[src/logic/sfpi_defines.vh]
// Constants for the serial flash pin front end
`ifndef SFPI_DEFINES_VH
`define SFPI_DEFINES_VH
// Register byte offsets on the Avalon-MM slave
`define SFPI_REG_CTRL 4'h0
`define SFPI_REG_STATUS 4'h4
`define SFPI_REG_PROT 4'h8
`define SFPI_REG_RXCMD 4'hC
// Control fields
`define SFPI_CTRL_QE 0
`define SFPI_CTRL_PINRST 1
`define SFPI_CTRL_LANES_LO 2
`define SFPI_CTRL_LANES_HI 3
`define SFPI_CTRL_DRIVE 4
`define SFPI_CTRL_RESET 32'h00000000
// Status fields
`define SFPI_ST_SEL 0
`define SFPI_ST_ARMED 1
`define SFPI_ST_PAUSE 2
`define SFPI_ST_BUSY 3
`define SFPI_ST_WP 4
`define SFPI_ST_SRWB 5
`define SFPI_ST_VALID 6
// Protection fields
`define SFPI_PROT_RESET 32'h00000000
// Lane widths
`define SFPI_LANES_1 2'h0
`define SFPI_LANES_2 2'h1
`define SFPI_LANES_4 2'h2
// Reset commands and timing
`define SFPI_CMD_RST_EN 8'h66
`define SFPI_CMD_RST 8'h99
`define SFPI_TRST_NS 30000
`define SFPI_CLK_NS 25
`define SFPI_TRST_CYC ((`SFPI_TRST_NS + `SFPI_CLK_NS - 1) / `SFPI_CLK_NS)
`define SFPI_THWRST_NS 1000
`define SFPI_THWRST_CYC ((`SFPI_THWRST_NS + `SFPI_CLK_NS - 1) / `SFPI_CLK_NS)
`endif

[src/logic/sfpi_top.v]
// Serial flash pin front end: select, lanes, protect, pause and reset
//
// Local design decisions: the address map and the Avalon-MM register port.
`timescale 1ns/1ps
`include "sfpi_defines.vh"
module sfpi_top #(
  parameter TRST_CYCLES = `SFPI_TRST_CYC
) (
  input wire i_clock,
  input wire i_nrst,
  input wire i_select_n,
  input wire i_serial_clk,
  input wire [3:0] i_lane,
  input wire i_reset_pin_n,
  output reg [3:0] o_lane,
  output reg [3:0] o_lane_oe,
  output reg o_busy,
  input wire [3:0] i_avm_address,
  input wire i_avm_read,
  input wire i_avm_write,
  input wire [31:0] i_avm_writedata,
  output reg [31:0] o_avm_readdata,
  output reg o_avm_waitrequest
);
  // ==========================================================
  // Input synchronisers
  reg [7:0] sync1;
  reg [7:0] sync2;
  reg sck_d;
  reg sel_d;
  // Reset values match the idle pins so no false clock or select edge follows reset
  always @(posedge i_clock) begin
    if (!i_nrst) begin
      sync1 <= 8'hDF;
      sync2 <= 8'hDF;
      sck_d <= 1'b0;
      sel_d <= 1'b1;
    end else begin
      sync1 <= {i_reset_pin_n, i_select_n, i_serial_clk, 1'b1, i_lane};
      sync2 <= sync1;
      sck_d <= sync2[5];
      sel_d <= sync2[6];
    end
  end
  wire [3:0] lane_s = sync2[3:0];
  wire sck_s = sync2[5];
  wire sel_n_s = sync2[6];
  wire rstpin_s = sync2[7];
  wire sck_rise = sck_s & ~sck_d;
  wire sck_fall = ~sck_s & sck_d;
  wire sel_fall = ~sel_n_s & sel_d;
  wire sel_rise = sel_n_s & ~sel_d;

  // ==========================================================
  // Control registers
  reg [31:0] ctrl;
  reg [7:0] prot;
  wire qe = ctrl[`SFPI_CTRL_QE];
  wire pin_is_reset = ctrl[`SFPI_CTRL_PINRST];
  wire [1:0] lanes_sel = ctrl[`SFPI_CTRL_LANES_HI:`SFPI_CTRL_LANES_LO];
  wire drive_en = ctrl[`SFPI_CTRL_DRIVE];
  // Quad width falls back to single when quad enable is clear
  wire [1:0] lanes = (lanes_sel == `SFPI_LANES_4 && !qe) ? `SFPI_LANES_1 : lanes_sel;
  wire pause_func = !qe && !pin_is_reset;
  wire lane3_reset = !qe && pin_is_reset;

  // ==========================================================
  // Lane width helpers
  // Bits moved per sampled serial clock edge
  function [3:0] sfpi_lane_step;
    input [1:0] w;
    begin
      case (w)
        `SFPI_LANES_4: sfpi_lane_step = 4'h4;
        `SFPI_LANES_2: sfpi_lane_step = 4'h2;
        default: sfpi_lane_step = 4'h1;
      endcase
    end
  endfunction
  // Lanes driven back; single mode answers on io_lane_1 only
  function [3:0] sfpi_lane_mask;
    input [1:0] w;
    begin
      case (w)
        `SFPI_LANES_4: sfpi_lane_mask = 4'hF;
        `SFPI_LANES_2: sfpi_lane_mask = 4'h3;
        default: sfpi_lane_mask = 4'h2;
      endcase
    end
  endfunction

  // ==========================================================
  // Hardware reset from either pin, held only while the pin stays low, no minimum width check
  localparam [15:0] HWRST_CYC = `SFPI_THWRST_CYC;
  reg [15:0] hw_cnt;
  wire hw_low = !rstpin_s || (lane3_reset && !lane_s[3]);
  reg hw_reset;
  always @(posedge i_clock) begin
    if (!i_nrst) begin
      hw_cnt <= 16'h0000;
      hw_reset <= 1'b0;
    end else if (hw_low) begin
      // Shorter pulses are tolerated but only a full one is guaranteed
      if (hw_cnt != HWRST_CYC) hw_cnt <= hw_cnt + 16'h0001;
      hw_reset <= 1'b1;
    end else begin
      hw_cnt <= 16'h0000;
      hw_reset <= 1'b0;
    end
  end

  // ==========================================================
  // Pause tracking
  // A change waits for a low serial clock so a bit is never cut in half
  reg paused;
  reg pause_pend;
  reg next_paused;
  reg next_pause_pend;
  wire pause_in_n = pause_func ? lane_s[3] : 1'b1;
  wire pause_req = (pause_in_n == paused);
  always @* begin
    next_paused = paused;
    next_pause_pend = 1'b0;
    if (pause_req) begin
      if (!sck_s) begin
        next_paused = !pause_in_n;
      end else begin
        next_pause_pend = 1'b1;
      end
    end
    if (pause_pend && sck_fall) begin
      next_paused = !pause_in_n;
    end
  end
  always @(posedge i_clock) begin
    if (!i_nrst || hw_reset || sel_n_s) begin
      paused <= 1'b0;
      pause_pend <= 1'b0;
    end else begin
      paused <= next_paused;
      pause_pend <= next_pause_pend;
    end
  end
  wire active = !sel_n_s && !paused && !hw_reset;

  // ==========================================================
  // Shift engine
  reg armed;
  reg [7:0] shreg;
  reg [3:0] bitcnt;
  reg [7:0] last_cmd;
  reg cmd_valid;
  reg rst_en;
  reg [31:0] quiet;
  reg quiet_start;
  reg [7:0] tx;
  wire [3:0] step = sfpi_lane_step(lanes);
  reg [7:0] next_shreg;
  always @* begin
    case (lanes)
      `SFPI_LANES_4: next_shreg = {shreg[3:0], lane_s};
      `SFPI_LANES_2: next_shreg = {shreg[5:0], lane_s[1:0]};
      default: next_shreg = {shreg[6:0], lane_s[0]};
    endcase
  end
  always @(posedge i_clock) begin
    if (!i_nrst || hw_reset) begin
      armed <= 1'b0;
      shreg <= 8'h00;
      bitcnt <= 4'h0;
      last_cmd <= 8'h00;
      cmd_valid <= 1'b0;
      rst_en <= 1'b0;
      quiet_start <= 1'b0;
    end else begin
      quiet_start <= 1'b0;
      if (sel_fall) armed <= 1'b1;
      if (sel_rise) begin
        shreg <= 8'h00;
        bitcnt <= 4'h0;
      end else if (active && armed && quiet == 32'h00000000 && sck_rise) begin
        shreg <= next_shreg;
        if (bitcnt + step >= 4'h8) begin
          bitcnt <= 4'h0;
          last_cmd <= next_shreg;
          cmd_valid <= 1'b1;
          rst_en <= (next_shreg == `SFPI_CMD_RST_EN);
          if (rst_en && next_shreg == `SFPI_CMD_RST) quiet_start <= 1'b1;
        end else begin
          bitcnt <= bitcnt + step;
        end
      end
    end
  end

  // ==========================================================
  // Software reset quiet time
  // Commands stay locked out until the count has run down
  always @(posedge i_clock) begin
    if (!i_nrst || hw_reset) begin
      quiet <= 32'h00000000;
    end else if (quiet_start) begin
      quiet <= TRST_CYCLES;
    end else if (quiet != 32'h00000000) begin
      quiet <= quiet - 32'h00000001;
    end
  end

  // ==========================================================
  // Output lanes
  wire [3:0] oe_mask = sfpi_lane_mask(lanes);
  reg lane_on;
  always @(posedge i_clock) begin
    if (!i_nrst || hw_reset) begin
      o_lane <= 4'h0;
      o_lane_oe <= 4'h0;
      tx <= 8'h00;
      lane_on <= 1'b0;
      o_busy <= 1'b0;
    end else begin
      o_busy <= (quiet != 32'h00000000) || hw_reset;
      if (!active || !drive_en) begin
        o_lane_oe <= 4'h0;
        if (sel_n_s) begin
          tx <= last_cmd;
          lane_on <= 1'b0;
        end
      end else if (sck_fall) begin
        o_lane_oe <= oe_mask;
        case (lanes)
          `SFPI_LANES_4: begin
            o_lane <= tx[7:4];
            tx <= {tx[3:0], 4'h0};
          end
          `SFPI_LANES_2: begin
            o_lane <= {2'h0, tx[7:6]};
            tx <= {tx[5:0], 2'h0};
          end
          default: begin
            o_lane <= {2'h0, tx[7], 1'b0};
            tx <= {tx[6:0], 1'b0};
          end
        endcase
        lane_on <= 1'b1;
      end else if (lane_on) begin
        // After a pause the held bit is driven again, unchanged
        o_lane_oe <= oe_mask;
      end
    end
  end

  // ==========================================================
  // Write protection decode
  wire wp_n = qe ? 1'b1 : lane_s[2];
  wire lock0 = prot[6];
  wire srwb = lock0 && !wp_n;
  // Size in 4KB sectors or 256KB blocks
  function [23:0] sfpi_prot_size;
    input [7:0] p;
    begin
      if (p[2:0] == 3'h0) sfpi_prot_size = 24'h000000;
      else if (p[4]) sfpi_prot_size = 24'h001000 << (p[2:0] > 3'h3 ? 3'h2 : p[2:0] - 3'h1);
      else sfpi_prot_size = 24'h040000 << (p[2:0] - 3'h1);
    end
  endfunction
  wire [23:0] region = sfpi_prot_size(prot);

  // ==========================================================
  // Register write decode
  reg ack;
  reg [31:0] next_ctrl;
  reg [7:0] next_prot;
  reg [31:0] next_readdata;
  wire take = (i_avm_read || i_avm_write) && !ack;
  // A blocked protection write keeps the old value
  always @* begin
    next_ctrl = ctrl;
    next_prot = prot;
    if (i_avm_write) begin
      case (i_avm_address)
        `SFPI_REG_CTRL: next_ctrl = {27'h0, i_avm_writedata[4:0]};
        `SFPI_REG_PROT: if (!srwb) next_prot = i_avm_writedata[7:0];
        default: ;
      endcase
    end
  end

  // ==========================================================
  // Register read mux
  // Unmapped offsets read as zero
  always @* begin
    case (i_avm_address)
      `SFPI_REG_CTRL: next_readdata = ctrl;
      `SFPI_REG_STATUS: next_readdata = {25'h0, cmd_valid, srwb, !wp_n, o_busy, paused, armed,
        !sel_n_s};
      `SFPI_REG_PROT: next_readdata = {region, prot};
      `SFPI_REG_RXCMD: next_readdata = {24'h0, last_cmd};
      default: next_readdata = 32'h00000000;
    endcase
  end

  // ==========================================================
  // Avalon-MM slave: one wait cycle then answer
  // Read data is captured on the first edge; a write lands on the edge the master
  // sees waitrequest low, so both sides agree on when it took effect
  always @(posedge i_clock) begin
    if (!i_nrst) begin
      ctrl <= `SFPI_CTRL_RESET;
      prot <= 8'h00;
      o_avm_readdata <= 32'h00000000;
      o_avm_waitrequest <= 1'b1;
      ack <= 1'b0;
    end else begin
      ack <= take;
      o_avm_waitrequest <= !take;
      if (take) begin
        o_avm_readdata <= next_readdata;
      end
      if (ack) begin
        ctrl <= next_ctrl;
        prot <= next_prot;
      end
    end
  end
endmodule // sfpi_top

[config.mk]
export PLATFORM = sky130hd
export DESIGN_NAME = sfpi_top
export DESIGN_NICKNAME = d
export VERILOG_FILES = /design/src/logic/sfpi_top.v
export VERILOG_INCLUDE_DIRS = /design/src /design/src/logic
export SDC_FILE = /design/constraint.sdc
export NUM_CORES = 1
export LEC_CHECK = 0
export BUFFER_PORTS_ARGS = -buffer_cell sky130_fd_sc_hd__buf_2
export CAP_MARGIN = 10
export CORE_MARGIN = 8
export CORE_UTILIZATION = 53
export CTS_BUF_LIST = sky130_fd_sc_hd__clkbuf_8
export DETAILED_ROUTE_END_ITERATION = 7
export HOLD_SLACK_MARGIN = 0.02
export PLACE_DENSITY = 0.78
export SLEW_MARGIN = 20
export SYNTH_ARGS = -nofsm -noshare
export SYNTH_HDL_FRONTEND = slang
export SYNTH_SLANG_ARGS = --single-unit
[constraint.sdc]
create_clock -name i_clock -period 2.95 [get_ports i_clock]
set_clock_uncertainty 0.15 [all_clocks]
set_input_delay 0.59 -clock i_clock [delete_from_list [all_inputs] [get_ports i_clock]]
set_output_delay 0.59 -clock i_clock [all_outputs]
set_load 0.01 [all_outputs]
After elaboration in Yosys (flattened, before gate mapping)
Cells that the tools add are included.
W data, S select, Z words.
Cells by class
  add/subtract/negate cells: 3
  order comparisons: 2
  equality and inequality tests: 11
  shift operators: 2
  mux-type cells: 29
  bitwise gates (word level): 14
  reductions and logical operators: 52
Operator list (count)
  $pmux W32 S4: 1
  $mux W24: 2
  $logic_not A32 Y1: 1
  $pmux W8 S2: 2
  $reduce_bool A32 Y1: 1
  $sub A32 B1 Y32 const B: 1
  $mux W8: 3
  $shl A13 B3 Y24 const A: 1
  $shl A19 B3 Y24 const A: 1
  $mux W11: 2
  $pmux W4 S2: 2
  $logic_not A1 Y1: 14
  $logic_and A1 B1 Y1: 13
  $mux W4: 3
  $mux W1: 11
  $not A1 Y1: 10
  $eq A4 B4 Y1 const B: 2
  $eq A8 B7 Y1 const B: 1
  $eq A8 B8 Y1 const B: 1
  $reduce_bool A2 Y1: 4
  $reduce_or A2 Y1: 4
  $logic_or A1 B1 Y1: 6
  $pmux W3 S2: 1
  $reduce_and A2 Y1: 3
  other kinds (18): 23
Word-level totals
  register bits: 141
  bits of input ports: 47
  output and inout port bits: 42
  word-level logic and storage cells: 140

Longest topological paths before layout
  word-level depth: 9
  gate-level depth with buffers: 9
  gate-level depth less buffers: 9

Least setup slack after synthesis
Ideal clock, no wire load.
  path type: reg2reg
  from: register quiet[23]
  to: register last_cmd[6]
  library setup time: 69 ps
  arrival: 2703 ps
  data required time: 2731 ps
  slack: 28 ps
  cell stages (with the launch flop): 8
  buffers on the path: 2
  period minus slack after synthesis: 2922 ps
  path through: dfxtp_1 or4_1 buf_2 or4_4 buf_6 or4_4 or4_1 o21ai_1
On the way
  word-level cells in the longest chain between the ends: 4
RTL lines
  start, declared: RTL line sfpi_top.v:154  | reg [31:0] quiet;
  start signal, assigned: RTL line sfpi_top.v:205  | quiet <= quiet - 32'h00000001;
  $logic_not A32 Y1: RTL line sfpi_top.v:181  | end else if (active && armed && quiet == 32'h00000000 && sck_rise) begin
  $logic_and A1 B1 Y1 (2 in a row): RTL line sfpi_top.v:181
  $reduce_and A3 Y1 (no source line)
  end signal, assigned: RTL line sfpi_top.v:185  | last_cmd <= next_shreg;
  end, declared: RTL line sfpi_top.v:151  | reg [7:0] last_cmd;
Every way passes these cells.
A chain may end at the register's enable or synchronous reset.

Worst setup path after layout
Ends and elaborated chain as after synthesis.

==> impl_metrics.toml <==
[status]
outcome = "finished clean"

[drt]
wl_mm = 13.6
drc_errors = 0
routed_via_density = 5.81
wire_per_inst_microns = 15.9
vias = 4969
first_iter_violations = 368
antenna_left = 0
drt-pass1-iter-count = 5

[layout]
instances_no_fill = 855
final_core_util_pct = 61.2
layout-drive-gt1-share_pct = 17.9
num-nets-final = 761
syn2layout_area_growth_pct = 14.2
diodes = 0

[yosys]
synthXorXnorAreaFrac_pct = 3.05
synthArstFlopShare_pct = 0
synth_top_family_by_area = "simple AND/OR/NAND/NOR gates"
syn_area_per_cell_sq_um = 8.96
yosys_most_used_dff = "dfxtp_1"
syn_area_sq_um = 5740
synth_cell_types = 65
ys_warn_count = 0
synthAdderAreaFrac_pct = 2.75
yosysSeqAreaShare_pct = 43.6
synth_top_area_share_pct = 43.6
muxShareOfSynthArea_pct = 7.13
synth_top_cell_by_area = "dfxtp_1"
synthTopCellsByArea = "dfxtp_1 (44%), nor2_1 (4.3%), mux2i_1 (4.2%)"
syn_inst = 640
synth_compound_area_share_pct = 16.4
synth_seq_cells = 125
synth-simple-area-share_pct = 22.1
synth_edf_count = 0

[grt]
grt_pass1_wl_mm = 23.1
overflow = 0
antenna_found_initial = 0
grt_pass1_vias = 4812
grt_max_degree = 22
track_usage_pct = 19.5

[sta]
slew_headroom_pct = 40.0
period_needed_ns = 2.80
worst_pin_slew_ns = 0.893
timing.final.crit_share_pct = 94.9
final_hold_viol_count = 0
setup_violations = 0
maxSlewViolCount = 0
final.setup.tns_ns = 0
rsz0062_at_grt = "false"
setup_ws_ns = 0.150
fmax_mhz = 357

[die]
core_sq_um = 10700
die_h_microns = 120
initial_utilization_pct = 53.6
io_pins = 89
dieArea_sq_um = 14400
fp-row-count = 38
die_w_microns = 120

[pwr]
power_leakage_uw = 0.00262
switching_share_pct = 35.5
ir_drop_uv = 744
p_switching_uw = 1710
comb_power_share_pct = 31.8
p_clk_share_pct = 27.9
power_uw = 4820
pwr-share-seq_pct = 40.3
p_int_uw = 3110
pwr_density_cell_nw_per_um2 = 735

[worst_setup_path]
path_cells = "or4_1 > or4_4 > or4_4 > or4_1 > o21ai_1"
path_buf_inv = 0
critPathSlowestCell = "or4_4"
critPathTopFamily = "simple AND/OR/NAND/NOR gates"
cp_max_fo = 5
r2r_slack_ns = 0.15
end_kind = "flip-flop"
criticalPathCategory = "flip-flop to flip-flop"
start_kind = "flip-flop"
worst-endpoint-arrival_ns = 3.02
slowest_delay_ns = 0.57
required_ns = 3.17

[place]
place_inst = 823
io_buffer_count = 52
gp_congestion = 0.896
hpwlAfterDp_mm = 10.0
dp_worst_setup_slack_ns = 0.164

[hold_path]
worst_hold_path_type = "input pin to flip-flop"

[clocking]
clk_latency_ns = 0.43
cts_root_buffer = "clkbuf_8"
cts_hold_buf = 0
htree_levels = 4
cts_buffer_depth = 2
post-cts-setup-buffers = 0
post_cts_resize_count = 0
cts_made_buffers = 17
clk_pin_slew_worst_paths_ns = 0.07
cts.sinks = 125
cts_tree = "built"

[run]
maxCapViolCount = 0
==> cell usage in the layout, fill, tap and decap left out, drive strengths merged, types with 12 or more instances in the layout <==
cell and n:
clkbuf 20, nand4 12, or3 17, mux2i 24, a21oi 45, conb 12, o21ai 26, nor3 16
inv 16, dfxtp 125, nand2b 23, or4 13, nand2 60, a22o 15, nor2 67, buf 75
==> layout make-up <==
type	count	area, sq um
Sequential cell	125	2500
Fill cell	912	4150
Inverter	15	56.3
Clock inverter	12	88.8
Tap cell	140	175
Clock buffer	20	275
Timing Repair Buffer	75	445
Multi-Input combinational cell	468	3000
==> power groups by stage <==
stage                     Clock (uW)  Sequential, uW  Combinational, uW
after floorplan                    0            1940               1140
after global placement             0            1960               1460
after detailed placement           0            1970               1500
after CTS                       1370            1940               1520
after global routing            1440            1960               1700
final                           1340            1940               1530
==> path summary, 6_finish.rpt <==
path / start / end / cells after the start
setup / recovery: quiet[23]$_SDFFE_PP0P_ / last_cmd[6]$_SDFFE_PP0P_ / 5
hold reg to reg: sync2[7]$_SDFF_PN1_ / hw_reset$_SDFF_PN0_ / 1
setup reg to reg: quiet[23]$_SDFFE_PP0P_ / last_cmd[6]$_SDFFE_PP0P_ / 5
hold / removal: i_reset_pin_n / sync1[7]$_SDFF_PN1_ / 2
==> layer usage <==
layer	routed length, microns	track usage (%)
met1	5970	23.7
met2	6450	31.4
met3	873	6.25
met4	318	8.04
met5	0	0
==> synth_stat cells (15+ instances only) <==
master    number
nor3_1        16
nand2_1       60
o21ai_0       25
clkbuf_1      26
or3_1         17
nor2_1        66
a21oi_1       45
mux2i_1       24
dfxtp_1      125
a22o_1        15
nand2b_1      23
==> sequential cells by signal, summed over array words and instances, names as in the netlist, 3 cells and up <==
| signal | cells |
|---|---|
| o_avm_readdata | 20 |
| o_lane_oe | 3 |
| ctrl | 5 |
| bitcnt | 4 |
| tx | 8 |
| quiet | 32 |
| prot | 8 |
| sync1 | 7 |
| o_lane | 4 |
| last_cmd | 8 |
| sync2 | 7 |
| shreg | 7 |
==> through the flow <==
stage                     cell area (sq um)  hold WS [ns]
after floorplan                        5780         0.235
after global placement                 6180         0.239
after detailed placement               6180         0.244
after CTS                              6550         0.163
after global routing                   6550         0.152
final                                  6550         0.186
==> logic make-up after synthesis <==
| kind of cell | count (synthesis) |
|---|---|
| xor+xnor | 20 |
| buf+inv | 58 |
| fa+ha+maj | 12 |
| simple gates | 250 |
| flops | 125 |
| other cells | 1 |
| mux | 34 |
| compound gates | 140 |
No activity file was read; power rests on OpenSTA's default activity.
